[config.mk]
export PLATFORM = sky130hd
export DESIGN_NAME = lsg_top
export DESIGN_NICKNAME = d
export VERILOG_FILES = /design/src/lsg_pkg.sv /design/src/lsg_step_gen.sv /design/src/lsg_top.sv
export VERILOG_INCLUDE_DIRS = /design/src
export SDC_FILE = /design/constraint.sdc
export NUM_CORES = 1
export LEC_CHECK = 0
export ABC_AREA = 1
export BUFFER_PORTS_ARGS = -buffer_cell sky130_fd_sc_hd__buf_2
export CAP_MARGIN = 20
export CORE_ASPECT_RATIO = 0.6
export CORE_MARGIN = 2
export CORE_UTILIZATION = 62
export DETAILED_ROUTE_END_ITERATION = 12
export PLACE_DENSITY_LB_ADDON = 0.05
export SYNTH_ARGS = -nofsm -noshare
export SYNTH_HDL_FRONTEND = slang
export SYNTH_SLANG_ARGS = --single-unit
[constraint.sdc]
create_clock -name clk_sys -period 6.5 [get_ports clk_sys]
set_clock_uncertainty 0.1 [all_clocks]
set_input_delay 0.65 -clock clk_sys [delete_from_list [all_inputs] [get_ports clk_sys]]
set_output_delay 0.65 -clock clk_sys [all_outputs]
set_load 0.02 [all_outputs]
[src/lsg_defines.svh]
/*
  register offsets, field positions, reset values and timing figures for the lfsr sequence generator.
  assumes inclusion by bare name from the design modules, the monitor and the testbench.
*/
`ifndef LSG_DEFINES_SVH
`define LSG_DEFINES_SVH

// byte-wide registers except the route register, one aligned 32-bit word each
`define LSG_SHIFT_LO_OFS    12'h000
`define LSG_SHIFT_MID_OFS   12'h004
`define LSG_SHIFT_HI_OFS    12'h008
`define LSG_POLY_LO_OFS     12'h00C
`define LSG_POLY_MID_OFS    12'h010
`define LSG_POLY_HI_OFS     12'h014
`define LSG_SEED_LO_OFS     12'h018
`define LSG_SEED_MID_OFS    12'h01C
`define LSG_SEED_HI_OFS     12'h020
`define LSG_CTRL_OFS        12'h024
`define LSG_CFG_OFS         12'h028
`define LSG_ROUTE_OFS       12'h02C

`define LSG_RUN_BIT         0
`define LSG_CLK_SEL_LSB     0
`define LSG_SYNC_LSB        4
`define LSG_CMP_LSB         6
`define LSG_SER_ROUTE_LSB   0
`define LSG_CMP_ROUTE_LSB   8

`define LSG_RESET_BYTE      8'h00
`define LSG_ROUTE_OFF       5'h00
`define LSG_CMPR_OFF        3'h0

`define LSG_RESP_OKAY       2'b00
`define LSG_RESP_SLVERR     2'b10

// clock period in ns, and the system clock period the generator models
`define LSG_CLK_NS          10
`define LSG_SYS24_NS        42
`define LSG_SYS24_DIV       ((`LSG_SYS24_NS + `LSG_CLK_NS - 1) / `LSG_CLK_NS)
`define LSG_SYS48_DIV       ((`LSG_SYS24_DIV + 1) / 2)

`endif

[src/lsg_pkg.sv]
/*
  types shared by the lfsr sequence generator modules.
  assumes lsg_defines.svh is on the include path.
*/
package lsg_pkg;
  typedef enum logic [1:0] {
    LSG_CMP_EQ = 2'b00,
    LSG_CMP_LE = 2'b01,
    LSG_CMP_LT = 2'b10
  } lsg_cmp_type;

  typedef enum logic [1:0] {
    LSG_SYNC_SYS      = 2'b00,
    LSG_SYNC_SYS2     = 2'b01,
    LSG_SYNC_DIRECT   = 2'b10,
    LSG_SYNC_NONE     = 2'b11
  } lsg_sync_type;

  // axi-lite write handshake, gray along idle -> respond
  typedef enum logic [1:0] {
    LSG_WR_IDLE = 2'b00,
    LSG_WR_RESP = 2'b01
  } lsg_wr_state_type;
endpackage

[src/lsg_step_gen.sv]
/*
  shift-enable generator: selects one of 16 clock sources, applies the sync mode, emits one-cycle step pulses.
  assumes source levels synchronous to clk_sys; the 48 MHz rate is approximated by the clk_sys divider.
*/
`timescale 1ns/10ps
`include "lsg_defines.svh"

module lsg_step_gen
#(
  parameter int DIVW = 16
)
(
  input  wire logic        clk_sys,
  input  wire logic        rst,
  input  wire logic [3:0]  clk_sel,
  input  wire logic [1:0]  sync_sel,
  input  wire logic        slow_32k_clock,
  input  wire logic        divided_clock_one,
  input  wire logic        divided_clock_two,
  input  wire logic [11:0] block_clocks,
  output logic             step
);
  logic [DIVW-1:0] cnt24_q;
  logic [DIVW-1:0] cnt48_q;
  logic [15:0]     src_vec;
  logic            src_lvl;
  logic            src_q;
  logic            rise;
  logic            tick24;
  logic            tick48;
  logic            step_q;
  logic            s24_q;
  logic            s48_q;
  logic            rise24;
  logic            rise48;

  assign tick24  = (cnt24_q == DIVW'(`LSG_SYS24_DIV - 1));
  assign tick48  = (cnt48_q == DIVW'(`LSG_SYS48_DIV - 1));
  // source 0 is the 48 MHz clock, seen here as its tick
  assign src_vec = {block_clocks, divided_clock_two, divided_clock_one, slow_32k_clock, tick48};
  assign src_lvl = src_vec[clk_sel];
  assign rise    = src_lvl & ~src_q;
  // resync looks at the source only on a tick, so a level held past one tick is never lost
  assign rise24  = tick24 & src_lvl & ~s24_q;
  assign rise48  = tick48 & src_lvl & ~s48_q;

  always_ff @(posedge clk_sys)
  begin
    if (rst)
    begin
      cnt24_q <= '0;
      cnt48_q <= '0;
      src_q   <= 1'b0;
      s24_q   <= 1'b0;
      s48_q   <= 1'b0;
      step_q  <= 1'b0;
    end
    else
    begin
      cnt24_q <= tick24 ? '0 : cnt24_q + 1'b1;
      cnt48_q <= tick48 ? '0 : cnt48_q + 1'b1;
      src_q   <= src_lvl;
      if (tick24)
        s24_q <= src_lvl;
      if (tick48)
        s48_q <= src_lvl;
      case (sync_sel)
        lsg_pkg::LSG_SYNC_SYS:    step_q <= (clk_sel == 4'h0) ? tick48 : rise24;
        lsg_pkg::LSG_SYNC_SYS2:   step_q <= (clk_sel == 4'h0) ? tick48 : rise48;
        lsg_pkg::LSG_SYNC_DIRECT: step_q <= tick24;
        lsg_pkg::LSG_SYNC_NONE:   step_q <= (clk_sel == 4'h0) ? tick48 : rise;
        default:                  step_q <= 1'b0;
      endcase
    end
  end

  assign step = step_q;
endmodule // lsg_step_gen

[src/lsg_top.sv]
/*
  lfsr sequence generator: 24-bit modular lfsr with seed compare, reached over axi4-lite.
  assumes clk_sys at 100 MHz, synchronous active-high rst, and a bus master that keeps axi4-lite handshakes.
*/
// The address map and the AXI4-Lite interface to the registers are this design's own decisions.
// What this block does
// - shift clock taken from one of 16 sources: 48M, 32k, divided clocks, blocks.
// - serial output disabled or routed onto one of sixteen global lines.
// - each enabled step compares the next shift value against seed; result drives compare output.
// - compare modes: equal, less-or-equal, or strictly less than seed.
// - compare output is active high, disabled or routed to one of four global lines.
// - four sync choices: sync to 24M, sync to 48M, direct 24M, none.
// - direct mode clocks from 24M system clock, ignoring clock source selection.
// - seed write while stopped also loads the shift register.
// - seed write while running changes only the compare value.
// - modular form: each stage above bit 0 XORs previous stage with gated final-stage output; bit 0 takes it alone.
// - each enabled step advances the register; top tap drives serial output.
// - reading the shift register copies it into the seed register, unless a seed write lands in the same cycle.
// - control bit 0 is the run bit; generator advances only when set.
`timescale 1ns/10ps
`include "lsg_defines.svh"

module lsg_top
#(
  parameter int WIDTH = 24
)
(
  input  wire logic        clk_sys,
  input  wire logic        rst,
  input  wire logic [11:0] s_axi_awaddr,
  input  wire logic        s_axi_awvalid,
  output logic             s_axi_awready,
  input  wire logic [31:0] s_axi_wdata,
  input  wire logic [3:0]  s_axi_wstrb,
  input  wire logic        s_axi_wvalid,
  output logic             s_axi_wready,
  output logic [1:0]       s_axi_bresp,
  output logic             s_axi_bvalid,
  input  wire logic        s_axi_bready,
  input  wire logic [11:0] s_axi_araddr,
  input  wire logic        s_axi_arvalid,
  output logic             s_axi_arready,
  output logic [31:0]      s_axi_rdata,
  output logic [1:0]       s_axi_rresp,
  output logic             s_axi_rvalid,
  input  wire logic        s_axi_rready,
  input  wire logic        slow_32k_clock,
  input  wire logic        divided_clock_one,
  input  wire logic        divided_clock_two,
  input  wire logic [11:0] block_clocks,
  output logic [15:0]      serial_global_out,
  output logic [3:0]       compare_global_out
);
  logic [WIDTH-1:0] shift_q;
  logic [WIDTH-1:0] poly_q;
  logic [WIDTH-1:0] seed_q;
  logic             run_q;
  logic [3:0]       clk_sel_q;
  logic [1:0]       clock_sync_select_q;
  logic [1:0]       compare_mode_select_q;
  logic [4:0]       serial_output_route_q;
  logic [2:0]       compare_output_route_q;
  logic             cmp_q;
  logic [15:0]      ser_out_q;
  logic [3:0]       cmp_out_q;

  logic             awready_q;
  logic             wready_q;
  logic             arready_q;
  logic [11:0]      awaddr_q;
  logic [31:0]      wdata_q;
  logic             wbyte0_q;
  logic             bvalid_q;
  logic [1:0]       bresp_q;
  logic             rvalid_q;
  logic [31:0]      rdata_q;
  logic [1:0]       rresp_q;

  logic             step;
  logic             wr_go;
  logic             rd_go;
  logic             wr_hit;
  logic             rd_hit;
  logic [7:0]       wb;
  logic [WIDTH-1:0] shift_next;
  logic             cmp_now;
  logic [31:0]      rd_mux;

  // byte lane select of a 24-bit register
  function automatic logic [7:0] byte_of(input logic [WIDTH-1:0] v, input int idx);
    logic [23:0] w;
    w = 24'(v);
    byte_of = w[idx*8 +: 8];
  endfunction

  // map a written byte into one lane of a 24-bit register
  function automatic logic [WIDTH-1:0] put_byte(input logic [WIDTH-1:0] v, input int idx, input logic [7:0] b);
    logic [23:0] w;
    w = 24'(v);
    w[idx*8 +: 8] = b;
    put_byte = WIDTH'(w);
  endfunction

  function automatic logic is_reg(input logic [11:0] a);
    is_reg = (a[1:0] == 2'b00) && (a <= `LSG_ROUTE_OFS);
  endfunction

  lsg_step_gen lsg_step_gen_inst
  (
    .clk_sys           (clk_sys),
    .rst               (rst),
    .clk_sel           (clk_sel_q),
    .sync_sel          (clock_sync_select_q),
    .slow_32k_clock    (slow_32k_clock),
    .divided_clock_one (divided_clock_one),
    .divided_clock_two (divided_clock_two),
    .block_clocks      (block_clocks),
    .step              (step)
  );

  // ---- lfsr datapath ----
  // modular form: bit 0 takes the gated output, every other stage xors the gated output into the previous stage
  assign shift_next = {shift_q[WIDTH-2:0], 1'b0} ^ (poly_q & {WIDTH{shift_q[WIDTH-1]}});

  assign cmp_now = (compare_mode_select_q == lsg_pkg::LSG_CMP_EQ) ? (shift_next == seed_q) :
                   (compare_mode_select_q == lsg_pkg::LSG_CMP_LE) ? (shift_next <= seed_q) :
                   (compare_mode_select_q == lsg_pkg::LSG_CMP_LT) ? (shift_next <  seed_q) : 1'b0;

  // ---- axi4-lite write path ----
  assign wr_go  = !awready_q && !wready_q && !bvalid_q;
  assign wr_hit = is_reg(awaddr_q) && wbyte0_q;
  assign wb     = wdata_q[7:0];

  // ---- axi4-lite read path ----
  assign rd_go  = s_axi_arvalid && arready_q;
  assign rd_hit = is_reg(s_axi_araddr);
  assign rd_mux =
    (s_axi_araddr == `LSG_SHIFT_LO_OFS)  ? {24'h00_0000, byte_of(shift_q, 0)} :
    (s_axi_araddr == `LSG_SHIFT_MID_OFS) ? {24'h00_0000, byte_of(shift_q, 1)} :
    (s_axi_araddr == `LSG_SHIFT_HI_OFS)  ? {24'h00_0000, byte_of(shift_q, 2)} :
    (s_axi_araddr == `LSG_POLY_LO_OFS)   ? {24'h00_0000, byte_of(poly_q, 0)} :
    (s_axi_araddr == `LSG_POLY_MID_OFS)  ? {24'h00_0000, byte_of(poly_q, 1)} :
    (s_axi_araddr == `LSG_POLY_HI_OFS)   ? {24'h00_0000, byte_of(poly_q, 2)} :
    (s_axi_araddr == `LSG_SEED_LO_OFS)   ? {24'h00_0000, byte_of(seed_q, 0)} :
    (s_axi_araddr == `LSG_SEED_MID_OFS)  ? {24'h00_0000, byte_of(seed_q, 1)} :
    (s_axi_araddr == `LSG_SEED_HI_OFS)   ? {24'h00_0000, byte_of(seed_q, 2)} :
    (s_axi_araddr == `LSG_CTRL_OFS)      ? {31'h0000_0000, run_q} :
    (s_axi_araddr == `LSG_CFG_OFS)       ? {24'h00_0000, compare_mode_select_q, clock_sync_select_q, clk_sel_q} :
    (s_axi_araddr == `LSG_ROUTE_OFS)     ? {21'h00_0000, compare_output_route_q, 3'h0, serial_output_route_q} :
    32'h0000_0000;

  wire shift_rd_hit = rd_go && ((s_axi_araddr == `LSG_SHIFT_LO_OFS) || (s_axi_araddr == `LSG_SHIFT_MID_OFS) ||
                                (s_axi_araddr == `LSG_SHIFT_HI_OFS));

  always_ff @(posedge clk_sys)
  begin
    if (rst)
    begin
      awready_q <= 1'b1;
      wready_q  <= 1'b1;
      arready_q <= 1'b1;
      awaddr_q  <= 12'h000;
      wdata_q   <= 32'h0000_0000;
      wbyte0_q  <= 1'b0;
      bvalid_q  <= 1'b0;
      bresp_q   <= `LSG_RESP_OKAY;
      rvalid_q  <= 1'b0;
      rdata_q   <= 32'h0000_0000;
      rresp_q   <= `LSG_RESP_OKAY;
    end
    else
    begin
      if (s_axi_awvalid && awready_q)
      begin
        awready_q <= 1'b0;
        awaddr_q  <= s_axi_awaddr;
      end
      if (s_axi_wvalid && wready_q)
      begin
        wready_q <= 1'b0;
        wdata_q  <= s_axi_wdata;
        wbyte0_q <= s_axi_wstrb[0];
      end
      if (wr_go)
      begin
        bvalid_q  <= 1'b1;
        bresp_q   <= is_reg(awaddr_q) ? `LSG_RESP_OKAY : `LSG_RESP_SLVERR;
      end
      else if (bvalid_q && s_axi_bready)
      begin
        // slots reopen only once the answer is taken, so one write at most is under way
        bvalid_q  <= 1'b0;
        awready_q <= 1'b1;
        wready_q  <= 1'b1;
      end
      if (rd_go)
      begin
        arready_q <= 1'b0;
        rvalid_q <= 1'b1;
        rdata_q  <= rd_mux;
        rresp_q  <= rd_hit ? `LSG_RESP_OKAY : `LSG_RESP_SLVERR;
      end
      else if (rvalid_q && s_axi_rready)
      begin
        rvalid_q  <= 1'b0;
        arready_q <= 1'b1;
      end
    end
  end

  assign s_axi_awready = awready_q;
  assign s_axi_wready  = wready_q;
  assign s_axi_arready = arready_q;

  // ---- register file and generator state ----
  wire seed_wr = wr_go && wr_hit && ((awaddr_q == `LSG_SEED_LO_OFS) || (awaddr_q == `LSG_SEED_MID_OFS) ||
                                     (awaddr_q == `LSG_SEED_HI_OFS));
  wire [1:0] seed_idx = (awaddr_q == `LSG_SEED_LO_OFS) ? 2'd0 : (awaddr_q == `LSG_SEED_MID_OFS) ? 2'd1 : 2'd2;
  wire [WIDTH-1:0] seed_new = put_byte(seed_q, int'(seed_idx), wb);

  always_ff @(posedge clk_sys)
  begin
    if (rst)
    begin
      shift_q                <= '0;
      poly_q                 <= '0;
      seed_q                 <= '0;
      run_q                  <= 1'b0;
      clk_sel_q              <= 4'h0;
      clock_sync_select_q    <= 2'b00;
      compare_mode_select_q  <= 2'b00;
      serial_output_route_q  <= `LSG_ROUTE_OFF;
      compare_output_route_q <= `LSG_CMPR_OFF;
      cmp_q                  <= 1'b0;
    end
    else
    begin
      if (run_q && step)
      begin
        shift_q <= shift_next;
        cmp_q   <= cmp_now;
      end
      if (seed_wr)
      begin
        seed_q <= seed_new;
        if (!run_q)
          shift_q <= seed_new;
      end
      else if (shift_rd_hit)
        seed_q <= shift_q;
      if (wr_go && wr_hit)
      begin
        case (awaddr_q)
          `LSG_POLY_LO_OFS:  poly_q <= put_byte(poly_q, 0, wb);
          `LSG_POLY_MID_OFS: poly_q <= put_byte(poly_q, 1, wb);
          `LSG_POLY_HI_OFS:  poly_q <= put_byte(poly_q, 2, wb);
          `LSG_CTRL_OFS:     run_q <= wb[`LSG_RUN_BIT];
          `LSG_CFG_OFS:
          begin
            clk_sel_q             <= wb[`LSG_CLK_SEL_LSB +: 4];
            clock_sync_select_q   <= wb[`LSG_SYNC_LSB +: 2];
            compare_mode_select_q <= wb[`LSG_CMP_LSB +: 2];
          end
          `LSG_ROUTE_OFS:
          begin
            serial_output_route_q  <= wdata_q[`LSG_SER_ROUTE_LSB +: 5];
            compare_output_route_q <= wdata_q[`LSG_CMP_ROUTE_LSB +: 3];
          end
          default: ;
        endcase
      end
    end
  end

  // routing: bit 4 of a serial route / bit 2 of a compare route enables, low bits pick the line
  always_ff @(posedge clk_sys)
  begin
    if (rst)
    begin
      ser_out_q <= 16'h0000;
      cmp_out_q <= 4'h0;
    end
    else
    begin
      ser_out_q <= serial_output_route_q[4] ?
                   (16'(shift_q[WIDTH-1]) << serial_output_route_q[3:0]) : 16'h0000;
      cmp_out_q <= compare_output_route_q[2] ? (4'(cmp_q) << compare_output_route_q[1:0]) : 4'h0;
    end
  end

  assign s_axi_bvalid       = bvalid_q;
  assign s_axi_bresp        = bresp_q;
  assign s_axi_rvalid       = rvalid_q;
  assign s_axi_rdata        = rdata_q;
  assign s_axi_rresp        = rresp_q;
  assign serial_global_out  = ser_out_q;
  assign compare_global_out = cmp_out_q;
endmodule // lsg_top

==> results by group <==
Outcome
  • Result of the run: finished clean

Synth
  • Number of enable flip-flop cells after synthesis: 0
  • Ys async rst share: 0%
  • Area share of fa/ha/maj cells after synthesis: 3.72%
  • Main flop type after synthesis: sky130_fd_sc_hd__dfxtp_1
  • Synth Area in Compound Gates: 19.1%
  • Synthesis warning total: 0
  • Post-synthesis cell count: 1468
  • Average cell area after synthesis: 6.87 sq um
  • Post-synth design cell area: 10100 sq um
  • Synth Area in XOR/XNOR: 0.695%
  • Flip-flop and latch count after synthesis: 188
  • Mux contribution to synthesized area: 0.112%
  • Dominant combinational cell family by area after synthesis: simple AND/OR/NAND/NOR gates
  • Count of distinct cell types in the synthesized netlist: 51
  • Simple-gate portion of the synthesized area: 26.8%
  • Share of the yosys chip area belonging to registers: 37.3%

Clocking
  • Clock Sink Count: 188
  • Clock-pin slew on the worst setup and hold paths: 0.07 ns
  • TritonCTS clock tree: done
  • Number of resized instances in the post-cts repair step: 0
  • CTS root buf: sky130_fd_sc_hd__clkbuf_16
  • Cts bufs inserted: 17
  • Later-pin clock latency in the skew report: 0.45 ns
  • Maximum buffer depth of the clock tree: 2
  • Number of buffers inserted to repair setup after CTS: 0
  • Maximum level of the CTS H-tree: 4
  • CTS Hold Buffers Added: 0

Final layout
  • Post-layout net count: 1644
  • Antenna diode count: 0
  • Design Area, Final: 11200 sq um
  • Share of layout cells above drive strength 1: 10.6%
  • Layout area overhead: 10.7%

Critical path
  • Classification of the worst setup path: reg2reg
  • Req. time, crit path: 6.79 ns
  • Register-to-Register Path Depth: 13
  • Critical Path, Cell by Cell: or2_4, nor2_1, inv_2, nor2_1, nand2_1, ha_1, inv_1, nand4_1, o22ai_1, inv_1, o221ai_1, nand2_1, inv_1
  • Data arrival at the endpoint of the critical path: 3.76 ns
  • Family with the most delay on the worst path: simple AND/OR/NAND/NOR gates
  • Standard cell with the maximum stage delay on the critical path: sky130_fd_sc_hd__nand4_1
  • Stages on worst setup path: 13
  • Buf+Inv Stages, Crit Path: 4
  • Reg-to-reg slack, setup: 3.03 ns
  • CP max FO: 18
  • Launching element type of the critical path: register
  • Reg-to-reg endpoint: seed_q[6]$_SDFFE_PP0P_
  • Beginning of the worst register-to-register path: awaddr_q[0]$_SDFFE_PP0P_
  • CP endpoint kind: register
  • Cell mode on critical path: sky130_fd_sc_hd__inv_1
  • Delay of the slowest cell on the worst path: 0.49 ns

Pwr
  • Power Dens Cells: 216 nW/um^2
  • Largest voltage drop on the vdd net: 0.000166 V
  • Leakage power: 4.92 nW

Timing
  • Final cycle utilization of the critical path: 53.3%
  • Tightest slew margin relative to the limit: 25.1%
  • Unrepaired setup endpoints after global routing: no
  • Final hold vios: 0
  • TNS Setup: 0 ns
  • Highest clock frequency the design can meet: 0.289 GHz
  • Number of slew-limit violations in the final report: 0
  • Minimum period implied by the final worst setup slack: 3.47 ns
  • Slew at the pin with the worst max-slew slack: 1.12 ns
  • Final setup violation count: 0

Hold path
  • Launch instance of the worst min-delay path: s_axi_awvalid
  • Hold Crit Class: in2reg
  • End point of the worst hold path: s_axi_awready$_SDFF_PP1_
  • Number of stages on the worst hold path: 2

Die
  • Number of top-level pins: 143
  • Area of the core region: 16100 sq um
  • Die Span X: 169 microns
  • Starting Density: 62.7%
  • Die extent in y: 103 microns
  • Area of the die: 17300 sq um
  • Cell Rows: 36

GRT
  • Global-route usage over all layers: 34.5%
  • Antenna violations before repair: 0
  • Vias in the first global route: 8479
  • Global route total overflow: 0
  • Largest net degree at the start of global routing: 106
  • Global-route wire length before repair: 45900 microns

Placement
  • Port-buffer cells: 95
  • Half-perimeter wire length of the detailed placement result: 21400 microns
  • Standard cell area after detailed placement: 10500 sq um
  • Routability cong.: 1.05

Routing
  • Drt initial violations: 1049
  • Via/cell ratio: 5.78
  • Per-cell routed wire length: 17.2 microns
  • Final routed DRC violation total: 0
  • Total Wirelength: 30100 microns
  • Detailed-router iteration count before antenna repair: 7
  • Via count: 10.1k
  • Number of nets with antenna violations after routing: 0

Run
  • Number of violations of the max-capacitance limit: 0
metal layers:
layer	track usage, %	routed length, microns
met3	12.1	4350
met1	52.5	13800
met5	0	0
met2	46.3	11600
met4	7.23	358
worst reg2reg max path, stage by stage, from the launching register on:
cell and delay [ns]:
sky130_fd_sc_hd__dfxtp_1 0.32, sky130_fd_sc_hd__or2_4 0.27, sky130_fd_sc_hd__nor2_1 0.11, sky130_fd_sc_hd__inv_2 0.10, sky130_fd_sc_hd__nor2_1 0.13, sky130_fd_sc_hd__nand2_1 0.40
sky130_fd_sc_hd__ha_1 0.47, sky130_fd_sc_hd__inv_1 0.25, sky130_fd_sc_hd__nand4_1 0.49, sky130_fd_sc_hd__o22ai_1 0.38, sky130_fd_sc_hd__inv_1 0.08, sky130_fd_sc_hd__o221ai_1 0.16
sky130_fd_sc_hd__nand2_1 0.09, sky130_fd_sc_hd__inv_1 0.08
placed cells by master, fill, tap and decap left out, types with 29 or more instances in the layout:
cell type,instances
sky130_fd_sc_hd__buf_2,95
sky130_fd_sc_hd__o21ai_0,128
sky130_fd_sc_hd__nand2_1,279
sky130_fd_sc_hd__nand3_1,82
sky130_fd_sc_hd__a211oi_1,29
sky130_fd_sc_hd__a21oi_1,114
sky130_fd_sc_hd__nor3_1,34
sky130_fd_sc_hd__ha_1,30
sky130_fd_sc_hd__dfxtp_1,188
sky130_fd_sc_hd__nor2_1,142
sky130_fd_sc_hd__inv_1,210
kinds of logic (layout without fill, tap and decap cells):
family,count (synthesis),after routing
AND/OR/NAND/NOR,610,610
AO/OA/AOI/OAI,334,334
buffers and inverters,296,351
flip-flops,188,188
adder cells (fa/ha/maj),30,30
XOR/XNOR,8,8
other,1,23
multiplexers,1,1
flip-flops by register name, indices dropped and copies added (netlist names), 5 cells and up:
name and flops:
lsg_step_gen_inst.cnt24_q 16, seed_q 24, poly_q 24, awaddr_q 12, serial_output_route_q 5, shift_q 24, s_axi_rdata 11, wdata_q 11
serial_global_out 16, lsg_step_gen_inst.cnt48_q 16
report_power, final:
| group | internal, W | leakage (nW) | switching, W |
|---|---|---|---|
| Clock | 0.000553 | 0.279 | 0.000500 |
| Sequential | 0.00117 | 1.52 | 0.0000139 |
| Combinational | 0.0000486 | 3.12 | 0.000125 |
metrics by stage:
stage | power (W) | setup slack [ns] | hold WS, ns | std cells | utilization (%)
global route | 0.00248 | 2.73 | 0.326 | 1754 | 69.4
detailed placement | 0.00138 | 3.12 | 0.351 | 1721 | 65.5
CTS | 0.00242 | 3.10 | 0.324 | 1753 | 69.2
global placement | 0.00138 | 3.16 | 0.343 | 1721 | 65.5
floorplan | 0.00134 | 3.92 | 0.330 | 1490 | -
finish | 0.00242 | 3.03 | 0.326 | 1754 | 69.4
cell type report:
cell class / count / area, sq um
Sequential cell: 188 / 3760
Clock buffer: 18 / 439
Tap cell: 209 / 262
Fill cell: 1370 / 4920
Multi-Input combinational cell: 1006 / 5180
Timing Repair Buffer: 102 / 548
Clock inverter: 14 / 155
Inverter: 217 / 815
cells in the mapped netlist (all sizes together) (27+ instances only):
master	number	area [sq um]
inv	215	807
a211oi	29	218
nand3	82	410
ha	30	375
buf	43	278
nor3	41	259
clkbuf	36	135
nand2	280	1050
a21oi	114	571
o221ai	27	236
nor2	151	599
o21ai	134	674
dfxtp	188	3760
how the worst max path moves through the flow:
stage                             end  slack, ns                     start
2_1_floorplan  seed_q[7]$_SDFFE_PP0P_       3.92  awaddr_q[0]$_SDFFE_PP0P_
3_3_place_gp   seed_q[1]$_SDFFE_PP0P_       3.16  awaddr_q[0]$_SDFFE_PP0P_
3_5_place_dp   seed_q[6]$_SDFFE_PP0P_       3.12  awaddr_q[0]$_SDFFE_PP0P_
4_1_cts        seed_q[6]$_SDFFE_PP0P_       3.10  awaddr_q[0]$_SDFFE_PP0P_
5_1_grt        seed_q[6]$_SDFFE_PP0P_       2.73  awaddr_q[0]$_SDFFE_PP0P_
6_report       seed_q[6]$_SDFFE_PP0P_       3.03  awaddr_q[0]$_SDFFE_PP0P_
Note: power is estimated with default switching activity, not from simulation.
